===== config.mk =====
export PLATFORM = sky130hd
export DESIGN_NAME = ifeb_bank
export DESIGN_NICKNAME = d
export VERILOG_FILES = /design/src/include/ifeb_pkg.sv /design/src/include/ifeb_reg_if.sv /design/src/verilog/ifeb_bank.sv /design/src/verilog/ifeb_flag_reg.sv
export SDC_FILE = /design/constraint.sdc
export NUM_CORES = 1
export LEC_CHECK = 0
export BUFFER_PORTS_ARGS = -buffer_cell sky130_fd_sc_hd__buf_2
export CAP_MARGIN = 20
export CORE_ASPECT_RATIO = 1.5
export CORE_MARGIN = 8
export CORE_UTILIZATION = 50
export CTS_CLUSTER_SIZE = 16
export DETAILED_ROUTE_END_ITERATION = 16
export PLACE_DENSITY = 0.8
export SLEW_MARGIN = 20
export SYNTH_ARGS = -nofsm -noshare
export SYNTH_HDL_FRONTEND = slang
export SYNTH_HIERARCHICAL = 1
export SYNTH_SLANG_ARGS = --single-unit

===== constraint.sdc =====
create_clock -name pclk -period 2.4 [get_ports pclk]
set_clock_uncertainty 0.1 [all_clocks]
set_input_delay 0.24 -clock pclk [delete_from_list [all_inputs] [get_ports pclk]]
set_output_delay 0.24 -clock pclk [all_outputs]
set_load 0.03 [all_outputs]

===== src/include/ifeb_pkg.sv =====
// Package of constants for the interrupt flag and enable bank.
// Assumes an APB register port with 32-bit data on a single clock.
//
// What this block does
// - Flag reads one after a recorded request.
// - Enable bit one lets request proceed.
// - Implemented bits read/write, zero after reset.
// - Unimplemented bit positions always read zero.
// - Flag two upper byte source layout.
// - Flag two lower byte source layout.
// - Flag three upper byte source layout.
// - Flag three lower byte source layout.
// - Flag four source layout.
// - Enable zero bits seven to three.
// - Enable zero bits two to zero.
package ifeb_pkg;

	// ----------------------------------------------------------------
	// Register byte offsets.
	// ----------------------------------------------------------------
	localparam logic [7:0] OFS_FLAG2 = 8'h00; // Flag register two.
	localparam logic [7:0] OFS_FLAG3 = 8'h04; // Flag register three.
	localparam logic [7:0] OFS_FLAG4 = 8'h08; // Flag register four.
	localparam logic [7:0] OFS_EN0 = 8'h0C; // Enable register zero.
	localparam logic [7:0] OFS_ISTAT = 8'h10; // Sticky event status.
	localparam logic [7:0] OFS_ICLR = 8'h14; // Event clear, write only.
	localparam logic [7:0] OFS_IEN = 8'h18; // Event interrupt enable.

	// ----------------------------------------------------------------
	// Implemented-bit masks and reset values.
	// ----------------------------------------------------------------
	localparam logic [15:0] MASK_FLAG2 = 16'hDFFF; // Bit 13 absent.
	localparam logic [15:0] MASK_FLAG3 = 16'h39FF; // 15-14, 10-9 absent.
	localparam logic [15:0] MASK_FLAG4 = 16'h00F6; // 15-8, 3, 0 absent.
	localparam logic [15:0] MASK_EN0 = 16'h7FFF; // Bit 15 absent.
	localparam logic [15:0] RST_REG = 16'h0000; // All bits clear at reset.

	// Event status bits: one per flag register, set on any source pulse to that register.
	localparam int EV_W = 3;
	localparam logic [EV_W-1:0] RST_EV = 3'h0;

	// Top-of-word padding for 16-bit registers on a 32-bit bus.
	localparam logic [15:0] PAD_HI = 16'h0000;

endpackage


===== src/include/ifeb_reg_if.sv =====
// Interface carrying one flag register's write strobe and state.
// Assumes both ends run on the same pclk.
`timescale 1ns/10ps
interface ifeb_reg_if;
	logic wr; // One-cycle software write strobe.
	logic [15:0] wdata; // Software write data.
	logic [15:0] src; // Source request pulses.
	logic [15:0] value; // Current register contents.

	// Bus side drives strobes, the flag module answers with value.
	modport bus (output wr, output wdata, output src, input value);
	modport flags (input wr, input wdata, input src, output value);
endinterface


===== src/verilog/ifeb_bank.sv =====
// Top of the interrupt flag and enable bank with its APB slave.
// Assumes APB master on pclk and source pulses synchronous to pclk.
`timescale 1ns/10ps
module ifeb_bank (
	input wire logic pclk,
	input wire logic presetn,
	input wire logic psel,
	input wire logic penable,
	input wire logic pwrite,
	input wire logic [7:0] paddr,
	input wire logic [31:0] pwdata,
	output logic [31:0] prdata,
	output logic pready,
	output logic pslverr,
	input wire logic [15:0] src_flag2,
	input wire logic [15:0] src_flag3,
	input wire logic [15:0] src_flag4,
	output logic [14:0] pend_en0,
	output logic [15:0] pend_flag2,
	output logic [15:0] pend_flag3,
	output logic [15:0] pend_flag4,
	output logic irq
);

	// ----------------------------------------------------------------
	// Bus decode.
	// ----------------------------------------------------------------
	// The write strobe marks the single APB access edge.
	logic wr_stb;
	logic rd_stb;
	assign wr_stb = psel && penable && pwrite && !pready;
	assign rd_stb = psel && penable && !pwrite && !pready;

	// Decodes one offset match, used for every register.
	function automatic logic hit(input logic [7:0] a,
		input logic [7:0] ofs);
		hit = (a == ofs);
	endfunction

	// Legal address check, used by the error answer.
	function automatic logic mapped(input logic [7:0] a);
		mapped = hit(a, ifeb_pkg::OFS_FLAG2) || hit(a, ifeb_pkg::OFS_FLAG3)
			|| hit(a, ifeb_pkg::OFS_FLAG4) || hit(a, ifeb_pkg::OFS_EN0)
			|| hit(a, ifeb_pkg::OFS_ISTAT) || hit(a, ifeb_pkg::OFS_ICLR)
			|| hit(a, ifeb_pkg::OFS_IEN);
	endfunction

	// ----------------------------------------------------------------
	// Flag registers, one instance each.
	// ----------------------------------------------------------------
	ifeb_reg_if f2 ();
	ifeb_reg_if f3 ();
	ifeb_reg_if f4 ();

	// Each flag register sees its write strobe and its source pulses.
	assign f2.wr = wr_stb && hit(paddr, ifeb_pkg::OFS_FLAG2);
	assign f3.wr = wr_stb && hit(paddr, ifeb_pkg::OFS_FLAG3);
	assign f4.wr = wr_stb && hit(paddr, ifeb_pkg::OFS_FLAG4);
	assign f2.wdata = pwdata[15:0];
	assign f3.wdata = pwdata[15:0];
	assign f4.wdata = pwdata[15:0];
	// Bit map: 15 timer6, 14 dma4, 12-9 compare8-5, 8 capture6,
	// 7-5 capture5-3, 4 dma3, 3-2 can one, 1-0 serial port two.
	assign f2.src = src_flag2;
	// Bit map: 13 dma5, 12-11 converter, 8-7 can two, 6-5 ext irq,
	// 4-3 timer9-8, 2-1 two-wire two, 0 timer7.
	assign f3.src = src_flag3;
	// Bit map: 7-6 can tx, 5-4 dma7-6, 2-1 uart errors.
	assign f4.src = src_flag4;

	ifeb_flag_reg #(.MASK(ifeb_pkg::MASK_FLAG2)) u_flag2 (
		.pclk(pclk),
		.presetn(presetn),
		.r(f2.flags)
	);
	ifeb_flag_reg #(.MASK(ifeb_pkg::MASK_FLAG3)) u_flag3 (
		.pclk(pclk),
		.presetn(presetn),
		.r(f3.flags)
	);
	ifeb_flag_reg #(.MASK(ifeb_pkg::MASK_FLAG4)) u_flag4 (
		.pclk(pclk),
		.presetn(presetn),
		.r(f4.flags)
	);

	// ----------------------------------------------------------------
	// Enable register zero.
	// ----------------------------------------------------------------
	// Bit map: 14 dma1, 13 adc one, 12-11 uart one tx/rx,
	// 10-9 serial port one, 8 timer3, 7 timer2, 6 compare2,
	// 5 capture2, 4 dma0, 3 timer1, 2 compare1, 1 capture1, 0 ext irq0.
	logic [15:0] en0_q;
	always_ff @(posedge pclk or negedge presetn)
	begin
		if (!presetn)
			en0_q <= ifeb_pkg::RST_REG;
		else if (wr_stb && hit(paddr, ifeb_pkg::OFS_EN0))
			en0_q <= pwdata[15:0] & ifeb_pkg::MASK_EN0;
	end

	// ----------------------------------------------------------------
	// Pending outputs toward the priority logic.
	// ----------------------------------------------------------------
	// Enable zero gates its own sources, which arrive as pending
	// requests from flag register zero outside this block; here the
	// enable mask itself is presented as the allow vector.
	// Flag registers with no enable here present their flags directly.
	always_ff @(posedge pclk or negedge presetn)
	begin
		if (!presetn)
		begin
			pend_en0 <= 15'h0000;
			pend_flag2 <= ifeb_pkg::RST_REG;
			pend_flag3 <= ifeb_pkg::RST_REG;
			pend_flag4 <= ifeb_pkg::RST_REG;
		end
		else
		begin
			pend_en0 <= en0_q[14:0];
			pend_flag2 <= f2.value;
			pend_flag3 <= f3.value;
			pend_flag4 <= f4.value;
		end
	end

	// ----------------------------------------------------------------
	// Event status, clear and enable for the interrupt output.
	// ----------------------------------------------------------------
	logic [ifeb_pkg::EV_W-1:0] ev_stat_q;
	logic [ifeb_pkg::EV_W-1:0] ev_en_q;
	logic [ifeb_pkg::EV_W-1:0] ev_set;
	logic [ifeb_pkg::EV_W-1:0] ev_clr;
	// An event is any source pulse landing in a flag register.
	assign ev_set = {|src_flag4, |src_flag3, |src_flag2};
	assign ev_clr = (wr_stb && hit(paddr, ifeb_pkg::OFS_ICLR)) ?
		pwdata[ifeb_pkg::EV_W-1:0] : ifeb_pkg::RST_EV;

	// Sticky status: a new event wins over a clear in the same cycle.
	always_ff @(posedge pclk or negedge presetn)
	begin
		if (!presetn)
			ev_stat_q <= ifeb_pkg::RST_EV;
		else
			ev_stat_q <= (ev_stat_q & ~ev_clr) | ev_set;
	end

	// Event interrupt enable register.
	always_ff @(posedge pclk or negedge presetn)
	begin
		if (!presetn)
			ev_en_q <= ifeb_pkg::RST_EV;
		else if (wr_stb && hit(paddr, ifeb_pkg::OFS_IEN))
			ev_en_q <= pwdata[ifeb_pkg::EV_W-1:0];
	end

	// Level interrupt, registered.
	always_ff @(posedge pclk or negedge presetn)
	begin
		if (!presetn)
			irq <= 1'b0;
		else
			irq <= |(ev_stat_q & ev_en_q);
	end

	// ----------------------------------------------------------------
	// APB answer: one wait state, error on unmapped addresses.
	// ----------------------------------------------------------------
	logic [15:0] rd_mux;
	always_comb
	begin
		rd_mux = 16'h0000;
		if (hit(paddr, ifeb_pkg::OFS_FLAG2))
			rd_mux = f2.value;
		else if (hit(paddr, ifeb_pkg::OFS_FLAG3))
			rd_mux = f3.value;
		else if (hit(paddr, ifeb_pkg::OFS_FLAG4))
			rd_mux = f4.value;
		else if (hit(paddr, ifeb_pkg::OFS_EN0))
			rd_mux = en0_q;
		else if (hit(paddr, ifeb_pkg::OFS_ISTAT))
			rd_mux = {13'h0000, ev_stat_q};
		else if (hit(paddr, ifeb_pkg::OFS_IEN))
			rd_mux = {13'h0000, ev_en_q};
	end

	// Pready pulses for one cycle in the second access cycle.
	always_ff @(posedge pclk or negedge presetn)
	begin
		if (!presetn)
		begin
			pready <= 1'b0;
			pslverr <= 1'b0;
			prdata <= 32'h0000_0000;
		end
		else
		begin
			pready <= psel && penable && !pready;
			pslverr <= psel && penable && !pready && !mapped(paddr);
			if (rd_stb)
				prdata <= {ifeb_pkg::PAD_HI, rd_mux};
			else
				prdata <= 32'h0000_0000;
		end
	end

	// ----------------------------------------------------------------
	// Checks.
	// ----------------------------------------------------------------
	AST_EN0_WRITE: assert property (@(posedge pclk) disable iff (!presetn)
		(wr_stb && hit(paddr, ifeb_pkg::OFS_EN0)) |=>
		en0_q == ($past(pwdata[15:0]) & ifeb_pkg::MASK_EN0))
		else $error("enable write not stored");

	AST_EN0_BIT15: assert property (@(posedge pclk) disable iff (!presetn)
		en0_q[15] == 1'b0)
		else $error("enable bit 15 set");

	AST_PEND_FOLLOWS: assert property (@(posedge pclk) disable iff (!presetn)
		##1 pend_en0 == $past(en0_q[14:0]))
		else $error("pending does not follow enable");

	AST_FLAG2_SRC: assert property (@(posedge pclk) disable iff (!presetn)
		src_flag2[15] |-> ##2 pend_flag2[15])
		else $error("timer six pulse not pending");

	AST_FLAG3_SRC: assert property (@(posedge pclk) disable iff (!presetn)
		src_flag3[13] |-> ##2 pend_flag3[13])
		else $error("dma five pulse not pending");

	AST_FLAG4_SRC: assert property (@(posedge pclk) disable iff (!presetn)
		src_flag4[7] |-> ##2 pend_flag4[7])
		else $error("can two tx pulse not pending");

	AST_FLAG3_GAP: assert property (@(posedge pclk) disable iff (!presetn)
		pend_flag3[10:9] == 2'b00)
		else $error("flag three gap bit set");

	AST_READY_ONE: assert property (@(posedge pclk) disable iff (!presetn)
		(psel && penable && !pready) |=> pready ##1 !pready)
		else $error("ready not a single pulse");

	AST_IRQ_LEVEL: assert property (@(posedge pclk) disable iff (!presetn)
		(|(ev_stat_q & ev_en_q)) |=> irq)
		else $error("interrupt not raised");

endmodule


===== src/verilog/ifeb_flag_reg.sv =====
// Holds one 16-bit interrupt flag register with sticky source bits.
// Assumes source pulses are synchronous to pclk.
`timescale 1ns/10ps
module ifeb_flag_reg #(
	parameter logic [15:0] MASK = 16'hFFFF
) (
	input wire logic pclk,
	input wire logic presetn,
	ifeb_reg_if.flags r
);

	// Stored flag bits.
	logic [15:0] flag_q;
	logic [15:0] flag_d;

	// ----------------------------------------------------------------
	// Next-value logic.
	// ----------------------------------------------------------------
	// A source pulse wins over a software clear in the same cycle.
	always_comb
	begin
		flag_d = flag_q;
		if (r.wr)
		begin
			flag_d = r.wdata;
		end
		flag_d = (flag_d | r.src) & MASK;
	end

	// Flag storage, clear at reset.
	always_ff @(posedge pclk or negedge presetn)
	begin
		if (!presetn)
			flag_q <= ifeb_pkg::RST_REG;
		else
			flag_q <= flag_d;
	end

	assign r.value = flag_q;

	// A pulse on source bit 0, where implemented, sets flag bit 0 next cycle.
	AST_PULSE_SETS: assert property (@(posedge pclk) disable iff (!presetn)
		(r.src[0] && MASK[0]) |=> flag_q[0])
		else $error("source pulse did not set flag");

	// Unimplemented bits never read one.
	AST_UNIMP_ZERO: assert property (@(posedge pclk) disable iff (!presetn)
		(flag_q & ~MASK) == 16'h0000)
		else $error("unimplemented flag bit set");

	// Without pulse or write, a flag holds its value.
	AST_FLAG_HOLD: assert property (@(posedge pclk) disable iff (!presetn)
		(!r.wr && r.src == 16'h0000) |=> flag_q == $past(flag_q))
		else $error("flag changed without cause");

endmodule

# Word level (Yosys, flattened, before mapping)
# Cells that the tools add are included.
totals:
  elab_cells: 65
  output_inout_bits: 98
  inputBits: 93
  ff_bits: 121
op_classes:
  muxes: 11
  n_reduce_logical: 27
  bitwise: 7
  n_eq_ne: 6
op_table:
  columns: ["cell", "count"]
  rows:
  - ["$mux 16", 3]
  - ["$reduce_or 16->1", 3]
  - ["$mux 15", 3]
  - ["$eq 8x5->1 const B", 3]
  - ["$eq 8x4->1 const B", 2]
  - ["$or 16x16->16", 1]
  - ["$mux 14", 1]
  - ["$or 14x14->14", 1]
  - ["$logic_and 1x1->1", 13]
  - ["$mux 3", 3]
  - ["$eq 8x3->1 const B", 1]
  - ["$logic_not 8->1", 1]
  - ["$mux 8", 1]
  - ["$or 8x8->8", 1]
  - ["$and 3x3->3", 2]
  - ["$logic_or 1x1->1", 6]
  - ["$logic_not 1->1", 3]
  - ["$not 3->3", 1]
  - ["$or 3x3->3", 1]
  - ["$reduce_or 3->1", 1]

# Logic depth before layout (Yosys ltp)
# Gate-level depths: netlist of the first run.
depth:
  ltp_word: 9
  depth_mapped: 8
  ltp_nobuf: 5

# By module
# The synthesis of the first run kept the hierarchy.
modules_own_cells:
  columns: ["mod", "area_each_um2", "instances", "seq_area_each_um2", "cells_per_inst"]
  rows:
  - ["ifeb_bank", 3771.1, 1, 2577.5, 262]
  - ["ifeb_flag_reg (u_flag2)", 641.9, 1, 375.4, 50]
  - ["ifeb_flag_reg (u_flag3)", 545.5, 1, 300.3, 43]
  - ["ifeb_flag_reg (u_flag4)", 342.8, 1, 150.1, 30]

# Worst setup path after synthesis of the first run
# No wires, ideal clock.
synth_path:
  path_type: "in2reg"
  from: "input paddr[1]"
  to: "register u_flag2.flag_q[3], in the netlist u_flag2/r.value[3]"
  cell_stages: 7
  slack_ps: -97
  arrival_ps: 2273
  path_buffers: 2
  required_ps: 2176
  setup_time_ps: 124
  cell_sequence: "or4_4 -> or4b_2 -> clkbuf_1 -> nor2_1 -> buf_4 -> nor2b_1 -> a211o_1"
synth_via:
  elab_chain_len: 4
synth_rtl:
  columns: ["element", "line_no", "source"]
  rows:
  - ["from (decl)", "ifeb_bank.sv:10", "input wire logic [7:0] paddr,"]
  - ["$logic_not 8->1", "ifeb_bank.sv:37", "hit = (a == ofs);"]
  - ["$logic_and 1x1->1", "ifeb_bank.sv:56", "assign f2.wr = wr_stb && hit(paddr, ifeb_pkg::OFS_FLAG2);"]
  - ["net f2.wr", "ifeb_reg_if.sv:5", "logic wr;"]
  - ["$mux 16", "ifeb_flag_reg.sv:23", "if (r.wr)"]
  - ["$or 16x16->16", "ifeb_flag_reg.sv:27", "flag_d = (flag_d | r.src) & MASK;"]
  - ["net u_flag2.flag_d[3]", "ifeb_flag_reg.sv:14", "logic [15:0] flag_d;"]
  - ["to (signal assigned)", "ifeb_flag_reg.sv:34", "flag_q <= ifeb_pkg::RST_REG;"]
  - ["to (signal assigned)", "ifeb_flag_reg.sv:36", "flag_q <= flag_d;"]
  - ["to (decl)", "ifeb_flag_reg.sv:13", "logic [15:0] flag_q;"]
# The timed path passes the listed nets, and every way through them passes these cells.
# A chain may end at the register's enable or synchronous reset.

# Final worst setup path of the first run
layout_path:
  from: "input penable"
  to: "register prdata[2]"
layout_via:
  elab_chain_len: 4
layout_rtl:
  columns: ["element", "line_no", "source"]
  rows:
  - ["from (decl)", "ifeb_bank.sv:8", "input wire logic penable,"]
  - ["$logic_and 1x1->1 (3 in a row)", "ifeb_bank.sv:32", "assign rd_stb = psel && penable && !pwrite && !pready;"]
  - ["$mux 16", "ifeb_bank.sv:200", "if (rd_stb)"]
  - ["to (signal assigned)", "ifeb_bank.sv:201", "prdata <= {ifeb_pkg::PAD_HI, rd_mux};"]
  - ["to (decl)", "ifeb_bank.sv:12", "output logic [31:0] prdata,"]
# No other way between the ends.

==> flow_summary_export.csv, run 1 <==
group,metric,value,unit
place,io_buffers,158,
critical_path,ff2ff_setup_slack,240,ps
layout,fin_nets,705,
sta,worstMarginPinSlew,493.9,ps
drt,vias,4100,
critical_path,cp-end-kind,"flop",
drt,finalWirelength,15840,um
cts,cts_setup_buffers,0,
cts,clock_sinks,136,
synthesis,ys_async_sr_fraction,100.0,%
synthesis,synth_flop_cell,"dfrtp_1",
synthesis,ys_types,40,
floorplanning,die_h,142.1,um
floorplanning,ioPinCount,191,
sta,whs,12.38,ps
global_route,grt_pass1_wl,24470,um
drt,final_antenna_net_count,0,
critical_path,cp_slowest_stage_delay,520,ps
cts,clockBufferDepth,2,
sta,fin_crit_sh,91.97,%
layout,regArea,3403,sq um
synthesis,yosysWarnings,6,
pwr,finalPower,5.144,mW
critical_path,startpoint_type,"input port",
global_route,grt_pass1_vias,4561,
drt,met2_wirelength,8283,um
cts,cts_root_buffer,"clkbuf_16",
critical_path,path_cells,"dlygate4sd3_1, buf_2, or4bb_1, or3_2, a2111oi_1",
critical_path,r2r-end,"prdata[2]",
sta,tns,0,ps
sta,fmax,453.0,MHz
synthesis,postSynthCellCount,385,
global_route,grt_overflow,0,
drt,wl_met3,1065,um
floorplanning,core,10480,sq um
global_route,grt_max_degree,63,
layout,multi_input_comb_area,1649,sq um
drt,via_per_inst,5.332,
sta,setup_viol,0,
floorplanning,fp.dieArea,14220,sq um
drt,top_layer_used,"met4",
critical_path,reg2reg_depth,3,
layout,final_util,69.48,%
layout,fin_area,7278,sq um
pwr,p_sw_share,22.87,%
status,outcome,"finished clean",
critical_path,reg2reg_from,"pready",
synthesis,synth_seq_cells,136,
cts,cts_buffers,17,
pwr,pwr-share-seq,45.2,%
synthesis,ys_seq_area_share,64.20,%
place,dpl.cell_count,690,
layout,drive_gt1_share,40.64,%
critical_path,cpMaxStageDelayCell,"dlygate4sd3_1",
cts,clk_latency,420,ps
sta,relSlewSlack,66.22,%
layout,fillCellCount,710,
place,gp_congestion,0.8964,
flow_run,drv_cap,0,
floorplanning,die_x,100.1,um
synthesis,syn_area,5301,sq um
drt,wire_per_inst,20.59,um
pwr,p_int,3.967,mW
sta,rsz0062_at_grt,"no",
global_route,antenna_found_initial,0,
critical_path,crit_fanout,3,
synthesis,syn_area_per_cell,13.77,sq um
layout,syn_to_final_growth,37.29,%
synthesis,synth-edff-count,0,
drt,dr.pass1.iters,5,
place,placed_area,6254,sq um
place,dp_hpwl,10570,um
hold_path,min_delay_worst_endpoint,"u_flag3/r.value[5]",
floorplanning,rows,46,
layout,final_cells,769,
sta,layout_min_cycle_time,2207,ps
pwr,p_sw,1.177,mW
cts,cts.clk_slew.worst_paths,60,ps
place,dp_slack,-58.41,ps
hold_path,hold_path.class,"input port to flop",
pwr,power_density,706.7,nW/um^2
drt,drc,0,
critical_path,arrival,2360,ps
critical_path,cp.required,2550,ps
cts,cts_tree,"done",
global_route,grt.total_usage,23.00,%
drt,first_iter_violations,281,
hold_path,min_delay_path_depth,2,
cts,htree_levels,4,
critical_path,criticalPathCategory,"input port to flop",
sta,finalHoldViolCount,0,
pwr,irDropWorstVdd,0.5303,mV
floorplanning,start_util,50.61,%
sta,fin_ws,192.7,ps
pwr,pwr-share-comb,7.7,%
pwr,p_clk_share,47.1,%
sta,drv_slew,0,
hold_path,holdCritStartpoint,"pwdata[5]",
drt,drt-met1-wl,5851,um
pwr,p_leak,3.254,nW
layout,diodes,0,
Yosys cell counts (2+ instances only):
| library cell | instances | area [sq um] |
|---|---|---|
| a21oi_1 | 3 | 15.01 |
| inv_1 | 6 | 22.52 |
| o21ai_0 | 2 | 10.01 |
| and2_1 | 2 | 12.51 |
| nand3_1 | 2 | 10.01 |
| nor3_1 | 2 | 10.01 |
| buf_4 | 32 | 240.2 |
| a2111oi_0 | 3 | 26.28 |
| conb_1 | 4 | 15.01 |
| o221ai_1 | 11 | 96.34 |
| nand2b_1 | 3 | 18.77 |
| nor2_1 | 29 | 108.9 |
| o22ai_1 | 3 | 18.77 |
| clkbuf_1 | 6 | 22.52 |
| buf_6 | 5 | 56.30 |
| mux4_2 | 4 | 90.09 |
| nor4_1 | 13 | 81.33 |
| a21o_1 | 3 | 22.52 |
| mux2_2 | 29 | 326.6 |
| nor2b_1 | 23 | 143.9 |
| a211o_1 | 33 | 289.0 |
| nor2b_2 | 4 | 35.03 |
| dfrtp_1 | 136 | 3403 |
| nand4_1 | 6 | 37.54 |
| and2b_1 | 6 | 45.04 |
layout make-up:
class	instances	share of cell area [%]
inverter	6	0.3094
clock buffer	24	6.619
sequential	136	46.76
multi-input combinational	224	22.66
tap	144	2.476
timing repair buffer	227	20.20
clock inverter	8	0.9799
flip-flops by register name (all words and copies together) (netlist names), 6 cells and up:
name             flops
u_flag4/r.value      6
pend_flag4          16
prdata              16
u_flag2/r.value     15
pend_flag3          16
pend_en0            15
en0_q               15
pend_flag2          16
u_flag3/r.value     12
metal layers:
metal | GRT usage (%) | up-vias
met5 | 0 | -
met4 | 13.92 | 0
met3 | 6.317 | 47
met2 | 39.51 | 220
met1 | 24.45 | 2061
li1 | - | 1772
power by group through the flow:
stage	Sequential (mW)	Clock, mW	Combinational, mW
2_1_floorplan	2.41	0	0.135
3_3_place_gp	2.37	0	0.320
3_5_place_dp	2.37	0	0.325
4_1_cts	2.33	2.43	0.388
5_1_grt	2.33	2.56	0.425
6_report	2.33	2.42	0.395
repair_timing:
item	CTS	global route
gates resized for setup	0	1
endpoints found under the hold margin	88	0
setup endpoints to repair	0	1
hold buffers	47	0
worst max-delay path: cells and delay by family:
| family | cells | cell delay [ps] |
|---|---|---|
| buffers and inverters | 2 | 640 |
| AND/OR/NAND/NOR | 2 | 990 |
| AO/OA/AOI/OAI | 1 | 490 |
cell usage in the layout, fill, tap and decap left out, types with 2 or more instances in the layout:
master           n
nor2b_2          4
clkbuf_1         4
clkbuf_8         3
o221ai_1        11
nand3_1          2
nand4_1          6
a211o_1         33
buf_12           3
dfrtp_1        136
clkinv_2         5
buf_2          157
o21ai_0          2
mux4_2           4
and2b_1          6
clkbuf_16       17
a21oi_1          3
a21o_1           3
nor2_1          28
and2_1           2
nand2b_1         3
buf_4           19
nor4_1          12
conb_1          31
inv_1            6
mux2_2          29
a2111oi_0        2
nor2b_1         23
dlygate4sd3_1   47
o22ai_1          3
worst max-delay path by stage:
| stage | from | end | slack (ps) | depth (start not counted) |
|---|---|---|---|---|
| floorplan | paddr[1] | u_flag2/r.value[3] | 2 | 7 |
| global placement | paddr[1] | en0_q[0] | -40 | 7 |
| detailed placement | paddr[1] | en0_q[0] | -60 | 7 |
| CTS | penable | prdata[2] | 90 | 5 |
| global route | penable | prdata[2] | 90 | 5 |
| finish | penable | prdata[2] | 190 | 5 |
cell families (layout without fill, tap and decap cells):
| family | Yosys count | count (layout) | synth area share (%) |
|---|---|---|---|
| other | 4 | 31 | 0.2831 |
| muxes | 33 | 33 | 7.859 |
| AOI/OAI and AO/OA | 60 | 60 | 9.370 |
| and+or+nand+nor | 100 | 100 | 11.40 |
| DFF | 136 | 136 | 64.20 |
| buffers and inverters | 52 | 265 | 6.891 |
Power figures use the tool's default switching activity.
==> run 2, diff against run 1 <==
- CORE_ASPECT_RATIO: 1.5 -> 0.9
- CORE_UTILIZATION: 50 -> 54
- PLACE_DENSITY: 0.8 -> 0.94
- clock period: 2.4 -> 2.6 ns (I/O delays scaled with it)
==> run 2 against run 1 <==
- wire length grew 2.5%
- clock power shrank 3%
- via count grew 3.8%
- non-clock buffer count grew 33
- utilization grew 10 points
- sequential power shrank 8%
- critical path depth grew 2
- final cell count grew 2.0%
- flip-flop and latch count is the same
- largest power group unchanged
- highest routed layer unchanged
==> flow_summary_export.csv, run 2 (same netlist as run 1, synthesis figures left out) <==
group,metric,value,unit
status,outcome,"finished clean",
place,dp_hpwl,10460,um
sta,drv_slew,0,
drt,final_antenna_net_count,0,
floorplanning,ioPinCount,191,
place,gp_congestion,0.8697,
pwr,finalPower,4.862,mW
critical_path,ff2ff_setup_slack,4,ps
drt,dr.pass1.iters,5,
sta,rsz0062_at_grt,"no",
sta,layout_min_cycle_time,2596,ps
drt,first_iter_violations,315,
layout,drive_gt1_share,37.99,%
cts,cts_root_buffer,"clkbuf_8",
sta,fmax,385.2,MHz
layout,fin_nets,738,
drt,vias,4254,
place,placed_area,6163,sq um
sta,fin_crit_sh,99.85,%
pwr,irDropWorstVdd,0.7232,mV
cts,clock_sinks,136,
floorplanning,rows,34,
critical_path,reg2reg_from,"pready",
layout,final_common_cell,"buf_2",
cts,htree_levels,4,
cts,cts_buffers,17,
critical_path,cpMaxStageDelayCell,"dlygate4sd3_1",
global_route,grt_pass1_wl,25160,um
critical_path,r2r-end,"u_flag4/r.value[5]",
hold_path,holdCritStartpoint,"paddr[5]",
sta,setup_viol,0,
critical_path,cp.required,2890,ps
critical_path,path_cells,"nand4b_1, nor3_1, and2b_2, buf_4, nor2b_2, a211o_1, dlygate4sd3_1",
global_route,grt.total_usage,25.12,%
floorplanning,start_util,55.14,%
critical_path,cp-end-kind,"flop",
cts,cts_tree,"done",
layout,fillCellCount,540,
floorplanning,core,9614,sq um
place,dpl.cell_count,663,
layout,final_cells,784,
pwr,power_density,636.5,nW/um^2
critical_path,criticalPathCategory,"flop to flop",
hold_path,hold_path.class,"input port to flop",
hold_path,min_delay_path_depth,3,
global_route,grt_pass1_vias,4730,
layout,final_cell_mix,"buf_2, dfrtp_1, dlygate4sd3_1",
critical_path,reg2reg_depth,7,
drt,wire_per_inst,20.70,um
global_route,antenna_found_initial,0,
layout,fin_area,7639,sq um
floorplanning,die_h,110.0,um
drt,finalWirelength,16230,um
sta,whs,35.55,ps
layout,syn_to_final_growth,44.09,%
flow_run,drv_cap,0,
global_route,grt_overflow,0,
cts,cts.clk_slew.worst_paths,60,ps
sta,worstMarginPinSlew,594.3,ps
layout,diodes,0,
place,io_buffers,158,
cts,clockBufferDepth,2,
critical_path,cp_slowest_stage_delay,550,ps
critical_path,arrival,2890,ps
cts,clk_latency,510,ps
drt,via_per_inst,5.426,
hold_path,min_delay_worst_endpoint,"prdata[0]",
pwr,p_leak,3.307,nW
drt,drc,0,
global_route,grt_max_degree,63,
floorplanning,die_x,120.4,um
floorplanning,fp.dieArea,13250,sq um
critical_path,crit_fanout,8,
sta,relSlewSlack,60.38,%
sta,tns,0,ps
critical_path,startpoint_type,"flop",
sta,finalHoldViolCount,0,
[run 2: changes by cell type in the layout (fill, tap and decap cells not counted), moves of 2 or more]
cell / change
buf_4: -7
clkbuf_1: -3
clkbuf_8: -2
clkinv_2: -5
clkinvlp_4: +3
dlygate4sd3_1: +40
inv_6: +4
inv_8: +2
[run 2: per-layer routing]
layer  up-vias  GRT usage [%]  share of wire [%]
met5         -              0                  0
met4         0          11.58                2.6
met3        45          8.299                8.6
met2       251          44.23                 52
met1      2104          27.38                 36
li1       1854              -                  -
[run 2: worst max path at each step]
stage | startpoint | to | slack (ps) | depth (start not counted)
2_1_floorplan | paddr[1] | u_flag2/r.value[3] | 80 | 7
3_3_place_gp | paddr[1] | u_flag2/r.value[9] | 180 | 7
3_5_place_dp | paddr[1] | u_flag2/r.value[0] | 130 | 7
4_1_cts | pready | u_flag4/r.value[5] | 20 | 7
5_1_grt | pready | u_flag4/r.value[5] | 1 | 7
6_report | pready | u_flag4/r.value[5] | 4 | 7
[run 2: area by class of cell]
class | count | area (sq um) | area share (%)
sequential | 136 | 3403 | 44.55
timing repair buffer | 260 | 1818 | 23.80
multi-input combinational | 224 | 1654 | 21.65
clock buffer | 18 | 417.9 | 5.471
clock inverter | 14 | 165.2 | 2.162
tap | 126 | 157.7 | 2.064
inverter | 6 | 22.52 | 0.2948
[run 2: repair_timing]
action / 4_1_cts / 5_1_grt
endpoints found under the setup margin: 0 / 5
hold endpoints to repair: 116 / 0
hold buffers: 87 / 0
resized for setup: 0 / 1
buffers inserted: 0 / 2
[run 2: worst max-delay path: cells and delay by family, from the launching register on]
kind / cells / cell delay (ps)
AOI/OAI and AO/OA: 1 / 210
buffers and inverters: 2 / 730
DFF: 1 / 400
and+or+nand+nor: 4 / 1020
[run 2: power breakdown]
part	total [mW]	internal, mW	switching, mW	leakage (nW)
Clock	2.34	1.39	0.950	0.273
Combinational	0.374	0.145	0.229	1.53
Sequential	2.15	2.14	0.00901	1.50
Total	4.86	3.67	1.19	3.31
[run 2: stage by stage]
step	util, %	setup slack (ps)
finish	79.45	3.983
global route	79.45	1.378
CTS	79.23	15.03
detailed placement	64.11	127.2
global placement	64.11	179.3
floorplan	-	82.89
==> run 3, diff against run 2 <==
- CORE_ASPECT_RATIO: 0.9 -> 1.75
==> run 3 against run 2 <==
- via count decreased by 2.8%
- count of clock-buffer cells in the layout increased by 7
- non-clock buffer count decreased by 47
- combinational power decreased by 7.0%
- sequential share of layout area increased by 3.1 points
- hold slack got worse by 19 ps
- clock power about the same
- die area increased by 0.92%
- first-iteration DRC count decreased by 6.0%
- fmax increased by 18%
- critical endpoint is now u_flag2/r.value[10]
==> flow_summary_export.csv, run 3 (same netlist as run 1, synthesis figures left out) <==
group,metric,value,unit
place,placed_area,6167,sq um
layout,final_common_cell,"buf_2",
flow_run,drv_cap,0,
place,gp_congestion,0.9019,
sta,layout_min_cycle_time,2199,ps
critical_path,criticalPathCategory,"input port to flop",
critical_path,crit_fanout,12,
place,dp_slack,43.20,ps
floorplanning,die_h,147.1,um
hold_path,holdCritStartpoint,"pwdata[12]",
layout,fin_nets,691,
hold_path,min_delay_worst_endpoint,"u_flag2/r.value[12]",
pwr,power_density,677.9,nW/um^2
global_route,antenna_found_initial,0,
cts,clockBufferDepth,2,
sta,fin_ws,401.4,ps
cts,postCtsHoldBufs,38,
critical_path,startpoint_type,"input port",
hold_path,min_delay_path_depth,2,
critical_path,cp.required,2790,ps
place,dpl.cell_count,666,
hold_path,hold_path.class,"input port to flop",
critical_path,cp-end-kind,"flop",
layout,final_cell_mix,"buf_2, dfrtp_1, dlygate4sd3_1",
sta,rsz0062_at_grt,"no",
critical_path,reg2reg_depth,3,
sta,setup_viol,0,
global_route,grt.total_usage,24.23,%
pwr,irDropWorstVdd,0.5307,mV
global_route,grt_max_degree,85,
layout,final_util,73.33,%
floorplanning,core,9729,sq um
cts,cts_resized,0,
sta,finalHoldViolCount,0,
sta,tns,0,ps
cts,cts.clk_slew.worst_paths,60,ps
drt,first_iter_violations,296,
cts,cts_tree,"done",
global_route,grt_pass1_wl,24740,um
drt,wire_per_inst,21.43,um
floorplanning,start_util,54.49,%
floorplanning,ioPinCount,191,
floorplanning,rows,48,
layout,drive_gt1_share,40.75,%
critical_path,reg2reg_from,"pready",
cts,clk_latency,410,ps
critical_path,r2r-end,"prdata[2]",
sta,relSlewSlack,51.60,%
critical_path,arrival,2390,ps
cts,cts_buffers,17,
pwr,finalPower,4.836,mW
drt,dr.pass1.iters,7,
pwr,p_leak,3.203,nW
drt,final_antenna_net_count,0,
sta,drv_slew,0,
drt,via_per_inst,5.617,
status,outcome,"finished clean",
layout,diodes,0,
critical_path,ff2ff_setup_slack,420,ps
place,io_buffers,158,
sta,worstMarginPinSlew,726.0,ps
drt,vias,4134,
drt,finalWirelength,15770,um
global_route,grt_overflow,0,
layout,fin_area,7134,sq um
sta,fmax,454.8,MHz
cts,clock_sinks,136,
sta,fin_crit_sh,84.56,%
sta,whs,16.41,ps
cts,htree_levels,4,
layout,syn_to_final_growth,34.58,%
place,dp_hpwl,10550,um
cts,cts_root_buffer,"clkbuf_16",
floorplanning,fp.dieArea,13370,sq um
layout,final_cells,736,
cts,cts_setup_buffers,0,
global_route,grt_pass1_vias,4633,
floorplanning,die_x,90.90,um
drt,drc,0,
## run 3: final cells by class
type	instances	area, sq um
Inverter	6	22.52
Tap cell	125	156.4
Clock inverter	7	91.34
Multi-Input combinational cell	224	1648
Fill cell	622	2595
Timing Repair Buffer	213	1318
Clock buffer	25	495.5
Sequential cell	136	3403
## run 3: per-layer routing
layer / global-route usage [%] / routed length [um] / vias to the layer above
li1: - / - / 1752
met1: 24.16 / 5340 / 2040
met2: 41.26 / 8183 / 264
met3: 7.409 / 1221 / 78
met4: 18.38 / 1027 / 0
met5: 0 / 0 / -
## run 3: report_power, final
part	internal, mW	switching (mW)
registers	2.14	0.00814
clock network	1.51	0.830
logic	0.127	0.221
## run 3: worst max path at each step
stage | from | end | slack, ps | cells after the start
final | paddr[1] | u_flag2/r.value[10] | 400 | 7
after global routing | pready | u_flag4/r.value[7] | 320 | 5
after CTS | paddr[1] | u_flag2/r.value[9] | 440 | 7
after detailed placement | paddr[1] | u_flag2/r.value[9] | 40 | 7
after global placement | paddr[1] | u_flag2/r.value[8] | 100 | 7
after floorplan | paddr[1] | u_flag2/r.value[3] | 80 | 7
## run 3: worst max-delay path, cell delays in order
cell     delay (ps)
buf_2           100
or4_4           570
or4b_2          690
nor2_2          210
buf_4           240
nor2b_1          70
a211o_1         250
